### config.mk
export PLATFORM = sky130hd
export DESIGN_NAME = ppsc_port_power_switch_control
export DESIGN_NICKNAME = d
export VERILOG_FILES = /design/src/ppsc_timer.v /design/src/ppsc_sync.v /design/src/ppsc_port_power_switch_control.v
export VERILOG_INCLUDE_DIRS = /design/src /design/src/src
export SDC_FILE = /design/constraint.sdc
export NUM_CORES = 1
export LEC_CHECK = 0
export BUFFER_PORTS_ARGS = -buffer_cell sky130_fd_sc_hd__clkbuf_2
export CAP_MARGIN = 10
export CORE_MARGIN = 2
export CORE_UTILIZATION = 55
export DETAILED_ROUTE_END_ITERATION = 8
export PLACE_DENSITY = 0.76
export SLEW_MARGIN = 30
export SYNTH_ARGS = -nofsm -noshare
export SYNTH_HDL_FRONTEND = slang
export SYNTH_SLANG_ARGS = --single-unit
### constraint.sdc
create_clock -name clk -period 2.5 [get_ports clk]
set_input_delay 0 -clock clk [delete_from_list [all_inputs] [get_ports clk]]
set_output_delay 0 -clock clk [all_outputs]
set_load 0.02 [all_outputs]
### src/ppsc_consts.vh
// constants for the port power switch control block
`ifndef PPSC_CONSTS_VH
`define PPSC_CONSTS_VH
`define PPSC_CLK_MHZ         50
`define PPSC_LIM_W           3
`define PPSC_LIM_MIN         3'h0
`define PPSC_LIM_DCP_MAX     3'h4
`define PPSC_KNEE_W          8
`define PPSC_KNEE_TRIP       8'h0c
`define PPSC_KNEE_NORMAL     8'hff
`define PPSC_MODE_PASS       2'h0
`define PPSC_MODE_DCP        2'h1
`define PPSC_MODE_CDP        2'h2
`define PPSC_MODE_DCE        2'h3
`define PPSC_SHORT_US        1
`define PPSC_RISE_US         1000
`define PPSC_STEP_MS         200
`define PPSC_DISCH_MS        200
`define PPSC_RECOVER_MS      200
`endif

### src/ppsc_timer.v
// one-shot down counter with done pulse
`timescale 1ns/1ps
module ppsc_timer #(
   parameter W = 24
) (
   // clock and reset
   input  wire         clk,
   input  wire         nrst,
   // control
   input  wire         start,
   input  wire [W-1:0] load,
   input  wire         abort,
   // status
   output reg          busy,
   output reg          done
);
   reg [W-1:0] count;
   always @(posedge clk) begin
      if (!nrst) begin
         count <= {W{1'b0}};
         busy  <= 1'b0;
         done  <= 1'b0;
      end else begin
         done <= 1'b0;
         if (abort) begin
            busy <= 1'b0;
         end else if (start) begin
            count <= load;
            busy  <= 1'b1;
         end else if (busy) begin
            if (count <= {{(W-1){1'b0}}, 1'b1}) begin
               busy <= 1'b0;
               done <= 1'b1;
            end else begin
               count <= count - {{(W-1){1'b0}}, 1'b1};
            end
         end
      end
   end
endmodule // ppsc_timer

### src/ppsc_sync.v
// two flip-flop synchroniser per bit
`timescale 1ns/1ps
module ppsc_sync #(
   parameter W = 8
) (
   // clock and reset
   input  wire         clk,
   input  wire         nrst,
   // data
   input  wire [W-1:0] din,
   output wire [W-1:0] dout
);
   reg [W-1:0] stage1;
   reg [W-1:0] stage2;
   genvar i;
   generate
      for (i = 0; i < W; i = i + 1) begin : g_bit
         always @(posedge clk) begin
            if (!nrst) begin
               stage1[i] <= 1'b0;
               stage2[i] <= 1'b0;
            end else begin
               stage1[i] <= din[i];
               stage2[i] <= stage1[i];
            end
         end
      end
   endgenerate
   assign dout = stage2;
endmodule // ppsc_sync

### src/ppsc_port_power_switch_control.v
// control logic for the usb port power switch
`timescale 1ns/1ps
`include "ppsc_consts.vh"
// What this block does
// - overcurrent clamps fast, persisting goes error
// - soft start on enable or attach
// - one limiting mode whenever switch closed
// - detect state limits to bypass capacity
// - trip overcurrent opens switch, error, alert
// - trip is default limiting mode
// - constant current in cdp, in dcp with handshake below limit 4, in dce while profile applying
// - regulation: open, step down, timer, retry
// - regulation drops accepted profile until change
// - regulation never starts active discharge
// - cc at minimum forces trip, knee lowered
// - cool restores config, timer if forced
// - trip at minimum holds closed, minimum
// - shutdown opens switch until hysteresis cleared
// - discharge on enable off, removal, uvlo, sleep, command
// - discharge on profile and recovery
// - vbus high after discharge means error
module ppsc_port_power_switch_control #(
   parameter STEP_CYC    = `PPSC_STEP_MS * 1000 * `PPSC_CLK_MHZ,
   parameter DISCH_CYC   = `PPSC_DISCH_MS * 1000 * `PPSC_CLK_MHZ,
   parameter RECOVER_CYC = `PPSC_RECOVER_MS * 1000 * `PPSC_CLK_MHZ,
   parameter RISE_CYC    = `PPSC_RISE_US * `PPSC_CLK_MHZ,
   parameter SHORT_CYC   = `PPSC_SHORT_US * `PPSC_CLK_MHZ
) (
   // clock and reset
   input  wire       clk,
   input  wire       nrst,
   // host controls
   input  wire       power_switch_enable,
   input  wire       emulation_enable,
   input  wire       mode_select_low,
   input  wire       mode_select_high,
   input  wire [2:0] current_limit_setting,
   input  wire       discharge_command,
   input  wire       recover_request,
   // emulation status from logic on clk
   input  wire       profile_applying,
   input  wire       profile_accepted,
   input  wire       dcp_handshake,
   // analog comparator pins
   input  wire       over_current,
   input  wire       attach_detect,
   input  wire       removal_detect,
   input  wire       supply_undervoltage,
   input  wire       over_regulation_temp,
   input  wire       under_regulation_hyst,
   input  wire       over_shutdown_temp,
   input  wire       under_shutdown_hyst,
   input  wire       vbus_below_test,
   // switch drive
   output reg        switch_closed,
   output reg        bypass_on,
   output reg        soft_start,
   output reg        current_clamp,
   output reg        trip_mode,
   output reg  [2:0] active_limit,
   output reg  [7:0] minimum_knee_current,
   output reg        discharge_on,
   output reg        profile_removed,
   // status
   output reg        error_state,
   output reg        discharge_error_flag,
   output reg        host_alert_n,
   output reg        shutdown_active
);
   localparam [2:0] ST_OFF = 3'h0, ST_DETECT = 3'h1, ST_ACTIVE = 3'h2, ST_DISCH = 3'h3;
   localparam [2:0] ST_ERROR = 3'h4, ST_SLEEP = 3'h5;
   localparam TW = 32;

   wire [8:0] pins;
   ppsc_sync #(.W(9)) u_sync (
      .clk  (clk),
      .nrst (nrst),
      .din  ({over_current, attach_detect, removal_detect, supply_undervoltage,
              over_regulation_temp, under_regulation_hyst, over_shutdown_temp,
              under_shutdown_hyst, vbus_below_test}),
      .dout (pins)
   );
   wire oc     = pins[8];
   wire attach = pins[7];
   wire remove = pins[6];
   wire uvlo   = pins[5];
   wire hotReg = pins[4];
   wire coolReg = pins[3];
   wire hotTsd = pins[2];
   wire coolTsd = pins[1];
   wire vbusLow = pins[0];

   reg [2:0]  state;
   reg [2:0]  next_state;
   reg        enPrev;
   reg        sleepPrev;
   reg [3:0]  ctrlPrev;
   reg        applyPrev;
   reg        regLatched;
   reg        forcedTrip;
   reg        thermalOpen;
   reg        dischGoActive;
   reg [TW-1:0] ocCount;
   reg [TW-1:0] riseCount;

   wire [1:0] mode = {mode_select_high, mode_select_low};
   wire sleepCmd = ~emulation_enable & (mode == `PPSC_MODE_PASS);
   wire [3:0] ctrlNow = {power_switch_enable, emulation_enable, mode_select_high,
                         mode_select_low};
   wire ctrlChanged = (ctrlNow != ctrlPrev);
   wire enFall = enPrev & ~power_switch_enable;
   wire enRise = ~enPrev & power_switch_enable;

   // step timer and discharge timer
   wire stepStart;
   wire stepBusy;
   wire stepDone;
   wire restoreStart;
   wire dischStart;
   wire dischBusy;
   wire dischDone;
   ppsc_timer #(.W(TW)) u_step (
      .clk   (clk),
      .nrst  (nrst),
      .start (stepStart),
      .load  (restoreStart ? RECOVER_CYC[TW-1:0] : STEP_CYC[TW-1:0]),
      .abort (shutdown_active),
      .busy  (stepBusy),
      .done  (stepDone)
   );
   ppsc_timer #(.W(TW)) u_disch (
      .clk   (clk),
      .nrst  (nrst),
      .start (dischStart),
      .load  (DISCH_CYC[TW-1:0]),
      .abort (1'b0),
      .busy  (dischBusy),
      .done  (dischDone)
   );

   wire ccWanted = (mode == `PPSC_MODE_CDP) |
                   ((mode == `PPSC_MODE_DCP) & dcp_handshake &
                    (current_limit_setting < `PPSC_LIM_DCP_MAX)) |
                   ((mode == `PPSC_MODE_DCE) & profile_applying & ~profile_removed);
   wire tripNow = ~ccWanted | forcedTrip;

   wire atMin = (active_limit == `PPSC_LIM_MIN);
   wire regTrigger = hotReg & ~stepBusy & ~thermalOpen & (state == ST_ACTIVE);

   wire dischEvent15 = enFall | remove | uvlo | (sleepCmd & ~sleepPrev) |
                       (discharge_command & (state == ST_ACTIVE));
   wire dischEvent16 = profile_applying & ~applyPrev;

   assign restoreStart = regLatched & coolReg & ~stepBusy & forcedTrip & ~thermalOpen;
   assign stepStart = (regTrigger & ~(atMin & trip_mode)) | restoreStart;
   assign dischStart = (state != ST_DISCH) & (next_state == ST_DISCH);

   always @* begin
      next_state = state;
      case (state)
         ST_OFF: begin
            if (sleepCmd) begin
               next_state = ST_SLEEP;
            end else if (power_switch_enable & ~uvlo) begin
               next_state = ST_DETECT;
            end
         end
         ST_DETECT: begin
            if (attach & power_switch_enable & ~uvlo) begin
               next_state = ST_DISCH;
            end else if (dischEvent15) begin
               next_state = ST_DISCH;
            end
         end
         ST_ACTIVE: begin
            if (oc & (tripNow | (ocCount >= SHORT_CYC[TW-1:0]))) begin
               next_state = ST_ERROR;
            end else if (dischEvent15 | dischEvent16) begin
               next_state = ST_DISCH;
            end else if (~attach) begin
               next_state = ST_DISCH;
            end
         end
         ST_DISCH: begin
            if (dischDone) begin
               if (~vbusLow) begin
                  next_state = ST_ERROR;
               end else if (sleepCmd) begin
                  next_state = ST_SLEEP;
               end else if (~power_switch_enable | uvlo) begin
                  next_state = ST_OFF;
               end else if (dischGoActive) begin
                  next_state = ST_ACTIVE;
               end else begin
                  next_state = ST_DETECT;
               end
            end
         end
         ST_ERROR: begin
            if (recover_request) begin
               next_state = ST_DISCH;
            end
         end
         ST_SLEEP: begin
            if (~sleepCmd) begin
               next_state = ST_OFF;
            end
         end
         default: next_state = ST_OFF;
      endcase
   end

   always @(posedge clk) begin
      if (!nrst) begin
         state                <= ST_OFF;
         enPrev               <= 1'b0;
         sleepPrev            <= 1'b0;
         ctrlPrev             <= 4'h0;
         applyPrev            <= 1'b0;
         regLatched           <= 1'b0;
         forcedTrip           <= 1'b0;
         thermalOpen          <= 1'b0;
         dischGoActive        <= 1'b0;
         ocCount              <= {TW{1'b0}};
         riseCount            <= {TW{1'b0}};
         switch_closed        <= 1'b0;
         bypass_on            <= 1'b0;
         soft_start           <= 1'b0;
         current_clamp        <= 1'b0;
         trip_mode            <= 1'b1;
         active_limit         <= `PPSC_LIM_MIN;
         minimum_knee_current <= `PPSC_KNEE_NORMAL;
         discharge_on         <= 1'b0;
         profile_removed      <= 1'b0;
         error_state          <= 1'b0;
         discharge_error_flag <= 1'b0;
         host_alert_n         <= 1'b1;
         shutdown_active      <= 1'b0;
      end else begin
         state     <= next_state;
         enPrev    <= power_switch_enable;
         sleepPrev <= sleepCmd;
         ctrlPrev  <= ctrlNow;
         applyPrev <= profile_applying;
         if (state != ST_DISCH) begin
            dischGoActive <= (state == ST_DETECT) & attach;
         end

         if (hotTsd) begin
            shutdown_active <= 1'b1;
         end else if (coolTsd) begin
            shutdown_active <= 1'b0;
         end

         if (regTrigger & ~(atMin & trip_mode)) begin
            thermalOpen <= 1'b1;
            regLatched  <= 1'b1;
            if (~atMin) begin
               active_limit <= active_limit - 3'h1;
            end else if (~trip_mode) begin
               forcedTrip           <= 1'b1;
               minimum_knee_current <= `PPSC_KNEE_TRIP;
               active_limit         <= (current_limit_setting == `PPSC_LIM_MIN) ?
                                       `PPSC_LIM_MIN : current_limit_setting - 3'h1;
            end
         end else if (stepDone | shutdown_active) begin
            // abort gives no done pulse, so release here
            thermalOpen <= 1'b0;
         end
         if (regTrigger & atMin & trip_mode) begin
            regLatched <= 1'b1;
         end

         if (regLatched & coolReg & ~stepBusy) begin
            if (forcedTrip & ~thermalOpen) begin
               thermalOpen <= 1'b1;
               forcedTrip  <= 1'b0;
            end else if (~thermalOpen) begin
               regLatched           <= 1'b0;
               active_limit         <= current_limit_setting;
               minimum_knee_current <= `PPSC_KNEE_NORMAL;
            end
         end else if (~regLatched & ~thermalOpen & ~regTrigger) begin
            // first step must not be overwritten by follow
            active_limit <= current_limit_setting;
         end

         // drop accepted profile until controls change
         if (hotReg & profile_accepted & (mode == `PPSC_MODE_DCE)) begin
            profile_removed <= 1'b1;
         end else if (ctrlChanged) begin
            profile_removed <= 1'b0;
         end

         trip_mode <= tripNow;

         switch_closed <= (next_state == ST_ACTIVE) & ~hotTsd & ~shutdown_active &
                          ~thermalOpen;
         bypass_on    <= (next_state == ST_DETECT);
         discharge_on <= (next_state == ST_DISCH);

         // soft start on enable or attach
         if ((enRise | ((state == ST_DISCH) & (next_state == ST_ACTIVE))) &
             (next_state == ST_ACTIVE | state == ST_DISCH)) begin
            riseCount  <= RISE_CYC[TW-1:0];
            soft_start <= 1'b1;
         end else if (riseCount != {TW{1'b0}}) begin
            riseCount <= riseCount - {{(TW-1){1'b0}}, 1'b1};
         end else begin
            soft_start <= 1'b0;
         end

         current_clamp <= oc & (state == ST_ACTIVE);
         if (oc & (state == ST_ACTIVE)) begin
            ocCount <= ocCount + {{(TW-1){1'b0}}, 1'b1};
         end else begin
            ocCount <= {TW{1'b0}};
         end

         if (next_state == ST_ERROR) begin
            error_state  <= 1'b1;
            host_alert_n <= 1'b0;
         end else if (state == ST_ERROR) begin
            error_state  <= 1'b0;
            host_alert_n <= 1'b1;
         end
         if ((state == ST_DISCH) & dischDone & ~vbusLow) begin
            discharge_error_flag <= 1'b1;
         end else if (recover_request & (state == ST_ERROR)) begin
            discharge_error_flag <= 1'b0;
         end
      end
   end
endmodule // ppsc_port_power_switch_control

==> out/results.md <==
| Step | Metric | This run |
| --- | --- | --- |
| sta | Slew margin rel. | 62.4% |
| pwr | Total power per unit cell area | 980 nW/um2 |
| pwr | Total chip power | 9.88 mW |
| placement | Instance area after placement | 9230 um2 |
| setup path | Sort of element at the start of the critical path | flip-flop |
| global route | Global Route met1 Usage | 29.7% |
| yosys | Share of flip-flops with an asynchronous set or reset after synthesis | 0% |
| global route | Maximum number of pins on one net before global-route repair | 43 |
| cts | Clock tree from TritonCTS | done |
| sta | Top achievable clock speed | 0.410 GHz |
| pwr | Combinational power share | 36.0% |
| drt | Routed via count divided by cell count | 5.64 |
| die | Die X-Extent | 129 um |
| sta | Fin. Hold Viols | 0 |
| yosys | Count leader, synth | dfxtp_1 |
| pwr | Leakage Power | 3.83 nW |
| drt | Final wirelength | 18,700 um |
| yosys | Library cell with the largest summed area after synthesis | dfxtp_1 |
| yosys | Post-synth cell types | 84 |
| die | Starting Density | 56.4% |
| sta | Worst-margin pin slew | 0.559 ns |
| drt | Wire length per cell after detailed routing | 14.7 um |
| cts | # H-tree levels | 4 |
| cts | Number of sinks driven by the clock tree | 185 |
| job | MaxCap Viol Count | 0 |
| global route | Number of antenna violations at the first check in global routing | 0 |
| sta | Worst setup skew after layout | 0.0111 ns |
| global route | Wire length of the first global-routing pass | 31,300 um |
| cells and area | Utilization after layout | 66.4% |
| pwr | Fraction of power consumed by sequential logic | 37.6% |
| cts | Clock-pin slew on the worst setup and hold paths | 0.07 ns |
| yosys | Syn nets | 1,011 |
| global route | GR Util met2 | 38.8% |
| drt | Detail Route Antenna Nets | 0 |
| global route | Met3 track utilization from global routing | 5.41% |
| placement | Sum of net half-perimeters after detailed placement | 12,900 um |
| sta | Final setup viols | 0 |
| sta | Post-route minimum period | 2.44 ns |
| yosys | Sequential share of the synthesized area | 43.2% |
| yosys | Leading cell types by total area after synthesis | dfxtp_1 (43%), nor2_1 (5.7%), xnor2_1 (4.6%), xor2_1 (3.8%), nor4_1 (3.1%) |
| cts | Worst skew pair latency | 0.43 ns |
| yosys | Warning count from the yosys run | 0 |
| setup path | Critical Setup Path Class | reg -> reg |
| cts | Clock tree buffer depth | 2 |
| drt | Number of design-rule violations left by the first detailed-router iteration | 461 |
| cts | Num CTS Buffers | 17 |
| pwr | Internal power | 6.37 mW |
| die | Number of placement rows | 45 |
| status | Outcome | completed |
| pwr | Fraction of power consumed by the clock network | 26.4% |
| cells and area | Final std cells w/o fill | 1,272 |
| placement | Placed cell count | 1,217 |
| die | Die outline area | 16,600 um2 |
| global route | Number of global-route vias before repair | 6,716 |
| global route | GRT Max-Usage Layer | met2 |
| sta | Unrepaired setup endpoints after global routing | true |
| drt | DRC viols | 0 |
| drt | Routed via count | 7,177 |
| pwr | Switching share of power | 35.5% |
| yosys | Synth cell count leaders | dfxtp_1 (185), nor2_1 (131), nand2_1 (53) |
| yosys | Syn Std Cell Area | 8580 um2 |
| cells and area | Fraction of final layout cells with drive strength greater than 1 | 15.6% |
| pwr | Peak supply drop | 550 uV |
| die | Count of pins on the block boundary | 45 |
| min path | Min-delay worst type | in -> reg |
| global route | Overflow after GRT | 0 |
| yosys | Total of flip-flops plus latches after synthesis | 185 |
| placement | RePlAce Congestion | 0.860 |
| cells and area | Final standard cell area without fillers | 10,100 um2 |
| yosys | Fraction of synthesized cell area taken by the top area cell type | 43.2% |
| yosys | Number of cells produced by synthesis | 975 |
| setup path | CP Capture Type | flip-flop |
| setup path | Crit path max fanout | 8 |
| yosys | Number of synthesized flops with an enable pin | 0 |
| placement | Port-buffer cells | 44 |
| cells and area | Antenna diode count | 0 |
| cells and area | Fin nets | 1,107 |
| sta | Post-route fraction of the period consumed by the critical path | 97.6% |
| die | Overall die height | 129 um |
| sta | Total negative slack | 0 ns |
| die | Floorplan core area | 15,200 um2 |
| pwr | Reported net switching power | 3.51 mW |
| setup path | Critical path data required time | 2.86 ns |
| cts | Root Buffer | clkbuf_16 |
| sta | Number of pins exceeding their max-slew limit in the final report | 0 |
| drt | Count of TritonRoute iterations in the first routing pass | 6 |
| global route | Total routing usage reported by global routing | 23.0% |
| cells and area | Synthesis-to-layout area growth | 17.6% |
| setup path | Arrival time worst endpoint | 2.81 ns |
| yosys | Primary flip-flop cell chosen by synthesis mapping | dfxtp_1 |
| yosys | Average instance area after synthesis | 8.80 um2 |
==> worst max-delay path, stage by stage, from the launching register on <==
cell     delay (ns)
dfxtp_1        0.31
or4_4          0.58
or4_4          0.57
nor2_4         0.18
nand2_4        0.10
or4_4          0.49
a21oi_2        0.14
==> repair_timing <==
| item | 4_1_cts | 5_1_grt |
|---|---|---|
| setup endpoints to repair | 0 | 43 |
| hold endpoints to repair | 18 | 0 |
| gates resized for setup | 0 | 11 |
| buffers inserted | 0 | 2 |
| hold buffers | 20 | 0 |
==> cells by family after synthesis <==
| group | Yosys count | share of synthesized area (%) |
|---|---|---|
| and+or+nand+nor | 457 | 28.9 |
| DFF | 185 | 43.2 |
| AOI/OAI and AO/OA | 158 | 12.8 |
| xor gates and xnor gates | 82 | 8.37 |
| buffers and inverters | 70 | 3.65 |
| adders and majority gates | 13 | 1.90 |
| muxes | 10 | 1.18 |
==> stage by stage <==
| stage | setup WS (ns) | hold WS, ns |
|---|---|---|
| global placement | 0.105 | 0.206 |
| floorplan | 0.108 | 0.122 |
| detailed placement | 0.0662 | 0.208 |
| CTS | 0.0449 | 0.0535 |
| global route | -0.0233 | 0.108 |
| finish | 0.0588 | 0.0808 |
==> final cells by class <==
class | instances | area [um2]
multi-input combinational | 721 | 4630
sequential | 185 | 3700
fill | 1213 | 5110
clock buffer | 20 | 457
inverter | 33 | 124
timing repair buffer | 113 | 817
clock inverter | 12 | 118
tap | 188 | 235
==> sequential cells by signal, summed over array words and instances (netlist names), 3 cells and up <==
register / flops
ocCount: 32
ctrlPrev: 3
u_sync.stage1: 9
minimum_knee_current: 8
active_limit: 3
u_sync.dout: 9
u_step.count: 32
riseCount: 32
state: 3
u_disch.count: 32
==> metal layers <==
metal	up-vias	wire length (um)
met5	-	0
met2	122	9140
met4	0	253
li1	3668	-
met1	3367	8610
met3	20	720
==> cells in the final DEF (no fill, tap or decap), types with 5 or more instances in the layout <==
master         Yosys  routed
nand4b_1           9       9
xnor2_1           45      45
a31oi_1            6       5
inv_1             33      33
or4_1             18      16
or4_4              3       5
nor3_1            30      30
dfxtp_1          185     184
buf_4              1      46
o31ai_1            8       8
nand2_1           53      53
nor4_1            42      39
o31a_1            12      12
o21ai_1           12      13
mux2i_1            9       9
clkbuf_16          0      17
nand4_1           12      12
ha_1              13      13
clkbuf_2           0      44
nand3_1           38      38
nor2b_1            5       5
a21oi_1           49      48
a21o_1             9       9
o21ai_0           28      27
or3_1             29      29
nor2_1           131     131
and2_1            32      32
or2_2              8       8
nand3b_1           7       7
dlygate4sd3_1      0      20
nand2b_1           5       5
xor2_1            37      37
==> power groups by stage <==
stage          Combinational (mW)  Sequential (mW)  Clock [mW]
6_report                     3.56             3.71        2.61
5_1_grt                      3.96             3.77        2.75
4_1_cts                      3.54             3.71        2.64
3_5_place_dp                 3.50             3.76           0
3_3_place_gp                 3.43             3.76           0
2_1_floorplan                2.60             3.67           0
==> final timing paths <==
kind	startpoint	to	slack [ns]	cells past startpoint
worst min-delay path	current_limit_setting[2]	active_limit[2]	0.08	5
worst max-delay path	u_step.count[4]	u_step.count[22]	0.06	6
worst min register to register	u_sync.stage1[3]	u_sync.dout[3]	0.43	1
worst max register to register	u_step.count[4]	u_step.count[22]	0.06	6
Note: power is estimated with default switching activity, not from simulation.
